$ cat src/core/csm_defs.vh
// register map, field positions and reset values of the compare state / timer control block
// assumes a 32-bit classic wishbone slave with byte addresses
`ifndef CSM_DEFS_VH
`define CSM_DEFS_VH

`define CSM_ADR_W          8
`define CSM_OFS_MODIFY     8'h10
`define CSM_OFS_STATE      8'h14
`define CSM_OFS_TCTR       8'h30
`define CSM_OFS_RUNCTL     8'h34

// compare_state_modify: set strobes and clear strobes per channel 0..3
`define CSM_SET_CH0        0
`define CSM_SET_CH1        1
`define CSM_SET_CH2        2
`define CSM_SET_CH3        6
`define CSM_CLR_CH0        8
`define CSM_CLR_CH1        9
`define CSM_CLR_CH2        10
`define CSM_CLR_CH3        14

// timer_control_zero fields
`define CSM_T0_CLK_LSB     0
`define CSM_T0_PRE         3
`define CSM_T0_RUN         4
`define CSM_T0_STE         5
`define CSM_COUNT_DIRECTION           6
`define CSM_CTM            7
`define CSM_T1_CLK_LSB     8
`define CSM_T1_PRE         11
`define CSM_T1_RUN         12
`define CSM_T1_STE         13
`define CSM_TCTR_RST       16'h0000
`define CSM_STATE_RST      4'h0

// run control strobes (write-only)
`define CSM_RC_T0_START    0
`define CSM_RC_T0_STOP     1
`define CSM_RC_T0_STE      2
`define CSM_RC_T1_START    8
`define CSM_RC_T1_STOP     9
`define CSM_RC_T1_STE      10

// prescaler
`define CSM_CNT_W          15
`define CSM_EXTRA_SHIFT    8

`endif

$ cat src/core/csm_prescale.v
// clock enable divider for one compare timer: 2^sel, times 256 when extra is set
// assumes sel and extra only change while run_i is low
`include "csm_defs.vh"

module csm_prescale
(
   // clock and reset
   input  wire       clk_i,
   input  wire       rst_i,
   // control
   input  wire       run_i,
   input  wire [2:0] sel_i,
   input  wire       extra_i,
   // enable out
   output reg        tick_o
);

   reg  [`CSM_CNT_W-1:0] count_r;
   wire [`CSM_CNT_W-1:0] base;
   wire [`CSM_CNT_W-1:0] limit;

   assign base  = {{(`CSM_CNT_W-1){1'b0}}, 1'b1} << sel_i;
   assign limit = (extra_i ? (base << `CSM_EXTRA_SHIFT) : base) - {{(`CSM_CNT_W-1){1'b0}}, 1'b1};

   always @(posedge clk_i)
   begin
      if (rst_i || !run_i)
      begin
         count_r <= {`CSM_CNT_W{1'b0}};
         tick_o  <= 1'b0;
      end
      else if (count_r == limit)
      begin
         count_r <= {`CSM_CNT_W{1'b0}};
         tick_o  <= 1'b1;
      end
      else
      begin
         count_r <= count_r + {{(`CSM_CNT_W-1){1'b0}}, 1'b1};
         tick_o  <= 1'b0;
      end
   end

endmodule

$ cat src/core/csm_top.v
// compare state modification strobes and timer control register, wishbone slave
// assumes one 40 MHz clock; hardware stop, direction and shadow-done come from same-clock logic
//
// Function
// bit 8 one clears channel 0 state
// bit 9 clears channel 1, stores nothing
// bit 10 clears channel 2, stores nothing
// bit 14 clears channel 3, stores nothing
// one write changes several channel states
// first timer clock fields locked while running
// second timer clock fields locked while running
// 16-bit control register at 0x30, reset zero
// bits 0,1,2,6 set channel states 0..3
// first timer clock is 2^sel, optional /256
// concurrent start/stop/hardware stop leaves run unchanged
// set and clear together leave state unchanged
//
// Chosen here: the Wishbone interface to the registers.
`include "csm_defs.vh"

module csm_top
(
   // clock and reset
   input  wire                  clk_i,
   input  wire                  rst_i,
   // wishbone slave
   input  wire                  cyc_i,
   input  wire                  stb_i,
   input  wire                  we_i,
   input  wire [`CSM_ADR_W-1:0] adr_i,
   input  wire [3:0]            sel_i,
   input  wire [31:0]           dat_i,
   output reg  [31:0]           dat_o,
   output reg                   ack_o,
   // timer side
   input  wire                  first_timer_hw_stop_i,
   input  wire                  second_timer_hw_stop_i,
   input  wire                  first_timer_shadow_done_i,
   input  wire                  second_timer_shadow_done_i,
   input  wire                  count_direction_i,
   // outputs
   output reg  [3:0]            chan_compare_state_o,
   output reg                   first_timer_run_o,
   output reg                   second_timer_run_o,
   output reg                   first_timer_shadow_enable_o,
   output reg                   second_timer_shadow_enable_o,
   output wire                  first_timer_tick_o,
   output wire                  second_timer_tick_o
);

   // run bit update: any two sources at once cancel
   function run_next;
      input cur;
      input start;
      input stop;
      input hw_stop;
      reg [1:0] n;
      begin
         n = {1'b0, start} + {1'b0, stop} + {1'b0, hw_stop};
         if (n > 2'd1)
            run_next = cur;
         else if (start)
            run_next = 1'b1;
         else if (stop || hw_stop)
            run_next = 1'b0;
         else
            run_next = cur;
      end
   endfunction

   // per-channel strobe decode: set and clear together cancel
   function chan_next;
      input cur;
      input set_s;
      input clr_s;
      begin
         if (set_s && clr_s)
            chan_next = cur;
         else if (set_s)
            chan_next = 1'b1;
         else if (clr_s)
            chan_next = 1'b0;
         else
            chan_next = cur;
      end
   endfunction

   // byte address to register decode, low two bits ignored
   function adr_hit;
      input [`CSM_ADR_W-1:0] adr;
      input [`CSM_ADR_W-1:0] ofs;
      begin
         adr_hit = ({adr[`CSM_ADR_W-1:2], 2'b00} == ofs);
      end
   endfunction

   reg  [2:0] first_timer_clock_select_r;
   reg        first_timer_extra_prescale_r;
   reg  [2:0] second_timer_clock_select_r;
   reg        second_timer_extra_prescale_r;
   reg        count_mode_r;
   reg        count_direction_r;
   wire [3:0] state_nxt;
   reg  [31:0] rd_nxt;

   wire       acc     = cyc_i && stb_i && !ack_o;
   wire       wr      = acc && we_i;
   wire [7:0] adr_w   = {adr_i[`CSM_ADR_W-1:2], 2'b00};
   wire [15:0] be_mask = {{8{sel_i[1]}}, {8{sel_i[0]}}};
   wire [15:0] wdat   = dat_i[15:0] & be_mask;
   wire       wr_mod  = wr && adr_hit(adr_i, `CSM_OFS_MODIFY);
   wire       wr_tctr = wr && adr_hit(adr_i, `CSM_OFS_TCTR);
   wire       wr_rc   = wr && adr_hit(adr_i, `CSM_OFS_RUNCTL);
   wire [3:0] set_v   = wr_mod ? {wdat[`CSM_SET_CH3], wdat[`CSM_SET_CH2],
                                  wdat[`CSM_SET_CH1], wdat[`CSM_SET_CH0]} : 4'h0;
   wire [3:0] clr_v   = wr_mod ? {wdat[`CSM_CLR_CH3], wdat[`CSM_CLR_CH2],
                                  wdat[`CSM_CLR_CH1], wdat[`CSM_CLR_CH0]} : 4'h0;
   wire       t0_start = wr_rc && wdat[`CSM_RC_T0_START];
   wire       t0_stop  = wr_rc && wdat[`CSM_RC_T0_STOP];
   wire       t1_start = wr_rc && wdat[`CSM_RC_T1_START];
   wire       t1_stop  = wr_rc && wdat[`CSM_RC_T1_STOP];
   wire [15:0] tctr_view;
   // reset image of the control register, used for the clock select, prescale and count mode field resets
   wire [15:0] tctr_rst = `CSM_TCTR_RST;

   assign tctr_view = {2'b00, second_timer_shadow_enable_o, second_timer_run_o,
                       second_timer_extra_prescale_r, second_timer_clock_select_r,
                       count_mode_r, count_direction_r, first_timer_shadow_enable_o,
                       first_timer_run_o, first_timer_extra_prescale_r,
                       first_timer_clock_select_r};

   // each channel decides on its own strobes, so one write may touch all four
   genvar g;
   generate
      for (g = 0; g < 4; g = g + 1)
      begin : g_chan
         assign state_nxt[g] = chan_next(chan_compare_state_o[g], set_v[g], clr_v[g]);
      end
   endgenerate

   // write-only strobe registers read back as zero
   always @*
   begin
      case (adr_w)
         `CSM_OFS_STATE: rd_nxt = {28'h0000000, chan_compare_state_o};
         `CSM_OFS_TCTR:  rd_nxt = {16'h0000, tctr_view};
         default:        rd_nxt = 32'h00000000;
      endcase
   end

   always @(posedge clk_i)
   begin
      if (rst_i)
      begin
         ack_o                        <= 1'b0;
         dat_o                        <= 32'h00000000;
         chan_compare_state_o         <= `CSM_STATE_RST;
         first_timer_clock_select_r   <= tctr_rst[`CSM_T0_CLK_LSB+2:`CSM_T0_CLK_LSB];
         first_timer_extra_prescale_r <= tctr_rst[`CSM_T0_PRE];
         second_timer_clock_select_r  <= tctr_rst[`CSM_T1_CLK_LSB+2:`CSM_T1_CLK_LSB];
         second_timer_extra_prescale_r <= tctr_rst[`CSM_T1_PRE];
         count_mode_r                 <= tctr_rst[`CSM_CTM];
         count_direction_r            <= 1'b0;
         first_timer_run_o            <= 1'b0;
         second_timer_run_o           <= 1'b0;
         first_timer_shadow_enable_o  <= 1'b0;
         second_timer_shadow_enable_o <= 1'b0;
      end
      else
      begin
         ack_o                <= acc;
         dat_o                <= (acc && !we_i) ? rd_nxt : 32'h00000000;
         chan_compare_state_o <= state_nxt;
         count_direction_r    <= count_direction_i;
         if (wr_tctr && sel_i[0])
         begin
            count_mode_r <= wdat[`CSM_CTM];
            if (!first_timer_run_o)
            begin
               first_timer_clock_select_r   <= wdat[`CSM_T0_CLK_LSB+2:`CSM_T0_CLK_LSB];
               first_timer_extra_prescale_r <= wdat[`CSM_T0_PRE];
            end
         end
         if (wr_tctr && sel_i[1] && !second_timer_run_o)
         begin
            second_timer_clock_select_r   <= wdat[`CSM_T1_CLK_LSB+2:`CSM_T1_CLK_LSB];
            second_timer_extra_prescale_r <= wdat[`CSM_T1_PRE];
         end
         first_timer_run_o  <= run_next(first_timer_run_o, t0_start, t0_stop,
                                        first_timer_hw_stop_i);
         second_timer_run_o <= run_next(second_timer_run_o, t1_start, t1_stop,
                                        second_timer_hw_stop_i);
         // a request in the same cycle as the transfer wins, so it is not lost
         if (wr_rc && wdat[`CSM_RC_T0_STE])
            first_timer_shadow_enable_o <= 1'b1;
         else if (first_timer_shadow_done_i)
            first_timer_shadow_enable_o <= 1'b0;
         if (wr_rc && wdat[`CSM_RC_T1_STE])
            second_timer_shadow_enable_o <= 1'b1;
         else if (second_timer_shadow_done_i)
            second_timer_shadow_enable_o <= 1'b0;
      end
   end

   csm_prescale u_first_div
   (
      .clk_i   (clk_i),
      .rst_i   (rst_i),
      .run_i   (first_timer_run_o),
      .sel_i   (first_timer_clock_select_r),
      .extra_i (first_timer_extra_prescale_r),
      .tick_o  (first_timer_tick_o)
   );

   csm_prescale u_second_div
   (
      .clk_i   (clk_i),
      .rst_i   (rst_i),
      .run_i   (second_timer_run_o),
      .sel_i   (second_timer_clock_select_r),
      .extra_i (second_timer_extra_prescale_r),
      .tick_o  (second_timer_tick_o)
   );

endmodule

$ cat config.mk
export PLATFORM = sky130hd
export DESIGN_NAME = csm_top
export DESIGN_NICKNAME = d
export VERILOG_FILES = /design/src/core/csm_prescale.v /design/src/core/csm_top.v
export VERILOG_INCLUDE_DIRS = /design/src /design/src/core
export SDC_FILE = /design/constraint.sdc
export NUM_CORES = 1
export LEC_CHECK = 0
export ABC_AREA = 0
export BUFFER_PORTS_ARGS = -buffer_cell sky130_fd_sc_hd__buf_4
export CAP_MARGIN = 20
export CORE_MARGIN = 4
export CORE_UTILIZATION = 49
export DETAILED_ROUTE_END_ITERATION = 6
export GPL_ROUTABILITY_DRIVEN = 1
export PLACE_DENSITY = 0.87
export REMOVE_ABC_BUFFERS = 1
export SETUP_SLACK_MARGIN = 0.15
export SYNTH_ARGS = -nofsm -noshare
export SYNTH_HDL_FRONTEND = slang
export SYNTH_SLANG_ARGS = --single-unit
export TNS_END_PERCENT = 10
$ cat constraint.sdc
create_clock -name clk_i -period 3.1 [get_ports clk_i]
set_input_delay 0.62 -clock clk_i [delete_from_list [all_inputs] [get_ports clk_i]]
set_output_delay 0.62 -clock clk_i [all_outputs]
set_load 0.01 [all_outputs]
==> results.py <==
metrics = {
    "layout": {
        "fin_cells": 662,
        "finalNetCount": 615,
        "final_layout_size_suffix_gt1_share_pct": 17.7,
        "final_cell_mix": "buf_4 (68), dfxtp_1 (64), nor2_1 (56), nand2_1 (40), a21oi_1 (30)",
        "diodes": 0,
        "syn2layout_area_growth_pct": 16.8,
        "layout_commonest_cell": "buf_4",
    },
    "sta": {
        "rsz0062_at_grt": "false",
        "period_minus_slack_ns": 2.84,
        "finalCritPeriodShare_pct": 91.5,
        "hold_viol": 0,
        "totalNegativeSetupSlack_ns": 0,
        "drv_slew": 0,
        "relSlewSlack_pct": 61.6,
        "fin_skew_ns": 0.0122,
        "max_freq_mhz": 352,
        "fin_hold_ws_ns": 0.474,
        "tightest_slew_ns": 0.576,
        "setup_viol": 0,
    },
    "synth": {
        "ys_async_sr_fraction_pct": 0,
        "synth_seq_area_share_pct": 32.2,
        "ys_ff_latch": 65,
        "syn-instance-count": 512,
        "synth_xor_area_share_pct": 8.01,
        "synth_top_family_by_area": "simple AND/OR/NAND/NOR gates",
        "synth_edf_count": 0,
        "ys.flop_type": "dfxtp_1",
        "syn_avg_cell_area_um2": 7.90,
        "ys_types": 67,
        "ys_warn_count": 0,
        "synth_area_um2": 4050,
        "synthAdderAreaFrac_pct": 2.10,
        "synth_mux_area_share_pct": 2.75,
        "synth-simple-area-share_pct": 30.1,
        "synth_compound_area_share_pct": 15.9,
    },
    "place": {
        "dp_cells": 646,
        "portBuffers": 53,
        "gp_congestion": 0.833,
        "dp_hpwl_um": 7160,
    },
    "critical_path": {
        "cp.required_ns": 3.30,
        "crit_fanout": 15,
        "end_kind": "flip-flop",
        "cp.arrival_ns": 3.04,
        "startpoint_type": "flip-flop",
        "crit_type": "flip-flop to flip-flop",
    },
    "floorplanning": {
        "die_area_um2": 9770,
        "die_h_um": 98.9,
        "initial_core_util_pct": 51.3,
        "core_area_um2": 7890,
        "die_x_um": 98.9,
        "num_rows": 32,
        "ios": 97,
    },
    "grt": {
        "antenna_found_initial": 0,
        "track_usage_pct": 20.4,
        "grt_pass1_wl_um": 16700,
        "first_global_vias": 3660,
        "grt_max_degree": 31,
        "grt_overflow": 0,
    },
    "routing": {
        "drc": 0,
        "post_drt_wl_per_cell_um": 15.2,
        "drtPass1Iterations": 5,
        "totalWireLength_um": 10100,
        "vias": 3737,
        "viasPerCell": 5.65,
        "drt_first_iter_violations": 189,
        "drtAntennaViolNets": 0,
    },
    "power_and_ir_drop": {
        "power.density_nw_per_um2": 380,
        "totalPowerFinal_mw": 1.80,
        "peakVddDrop_mv": 0.250,
        "cellLeakagePower_nw": 1.88,
    },
    "outcome": {
        "status": "finished, final reports clean",
    },
    "clock_network": {
        "numCtsBuffers": 9,
        "clockBufferDepth": 2,
        "clk_latency_ns": 0.35,
        "clk_pin_slew_ns": 0.07,
        "clock-sinks": 65,
        "htreeDepth": 3,
        "cts_tree": "yes",
        "cts_hold_buf": 0,
        "root_buffer": "clkbuf_8",
    },
    "worst_hold_path": {
        "hold_path.class": "flip-flop to flip-flop",
    },
    "job": {
        "maxCapViolCount": 0,
    },
}
==> registers in the layout, summed over array words and instances, names as in the netlist, 3 cells and up <==
| register | flops |
|---|---|
| chan_compare_state_o | 4 |
| first_timer_clock_select_r | 3 |
| second_timer_clock_select_r | 3 |
| dat_o | 14 |
| u_second_div.count_r | 15 |
| u_first_div.count_r | 15 |
==> critical path, cell delays in order, from the launching register on <==
cell and delay [ns]:
dfxtp_1 0.31, or2_2 0.34, or3_1 0.37, ha_4 0.22, buf_4 0.17, xnor2_1 0.14
nor4_1 0.29, a21oi_1 0.09, nor3_1 0.27, and4_1 0.28, buf_12 0.15, nor3_1 0.05
==> layer usage <==
layer	global-route usage, %	wire length (um)
met5	0	0
met4	5.88	101
met3	4.95	620
met2	36.9	5300
met1	23.6	4070
==> metrics by stage <==
stage                     setup slack, ns  utilization [%]  cell area (um^2)
after floorplan                    -0.409                -              3800
after global placement              0.286             56.6              4460
after detailed placement            0.198             56.6              4460
after CTS                           0.189             59.7              4710
after global routing                0.170             59.9              4730
final                               0.262             59.9              4730
==> synthesized netlist by cell type (all sizes together) (2+ instances only) <==
cell type / instances / area (um^2)
dfxtp: 65 / 1300
nor2: 56 / 210
nand2: 40 / 150
buf: 35 / 233
a21oi: 31 / 159
nor3: 27 / 135
xnor2: 20 / 175
clkbuf: 19 / 71.3
and2: 18 / 113
o21ai: 18 / 90.1
xor2: 17 / 149
inv: 15 / 56.3
and3: 11 / 68.8
mux2i: 10 / 100
nand3: 10 / 50.1
nor2b: 9 / 56.3
nor3b: 7 / 52.6
nor4: 7 / 58.8
ha: 6 / 75.1
nand2b: 6 / 37.5
nand4: 6 / 37.5
a22oi: 5 / 37.5
or3: 5 / 31.3
and4: 4 / 35.0
nand4b: 4 / 35.0
o211ai: 4 / 30.0
o21bai: 4 / 30.0
or3b: 4 / 37.5
a2111oi: 3 / 26.3
a21boi: 3 / 22.5
a211oi: 2 / 15.0
a21o: 2 / 15.0
a22o: 2 / 17.5
a31oi: 2 / 12.5
nand3b: 2 / 15.0
nand4bb: 2 / 22.5
nor4b: 2 / 23.8
o2111a: 2 / 22.5
o211a: 2 / 20.0
o21a: 2 / 15.0
o221ai: 2 / 17.5
o311ai: 2 / 17.5
o32ai: 2 / 17.5
or4b: 2 / 20.0
==> where the power goes <==
part,internal (mW),total [mW],switching (mW)
combinational,0.0333,0.0740,0.0407
clock,0.552,0.886,0.334
sequential,0.836,0.837,0.000651
==> logic make-up after synthesis <==
family / Yosys count
fa+ha+maj: 7
other cells: 1
mux: 11
xor+xnor: 37
simple gates: 225
compound gates: 97
buf+inv: 69
flops: 65
==> final cells by class <==
class                      instances  area [um^2]
fill                             659         3160
multi-input combinational        395         2470
sequential                        65         1300
timing repair buffer              69          531
clock buffer                      10          138
tap                              102          128
clock inverter                     6          105
inverter                          15         56.3
==> timing repair <==
item,CTS,global route
setup endpoints to repair,0,27
hold endpoints to repair,0,0
resized for setup,0,4
buffers inserted,0,0
==> worst paths after layout <==
kind,slack (ns),startpoint,to,cells after the start
max,0.26,first_timer_clock_select_r[0]$_SDFFE_PP0P_,u_first_div.count_r[3]$_SDFF_PP0_,11
min,0.47,count_direction_r$_SDFF_PP0_,dat_o[6]$_SDFF_PP0_,1
max reg2reg,0.26,first_timer_clock_select_r[0]$_SDFFE_PP0P_,u_first_div.count_r[3]$_SDFF_PP0_,11
min reg2reg,0.47,count_direction_r$_SDFF_PP0_,dat_o[6]$_SDFF_PP0_,1
(Power assumes the default switching activity.)
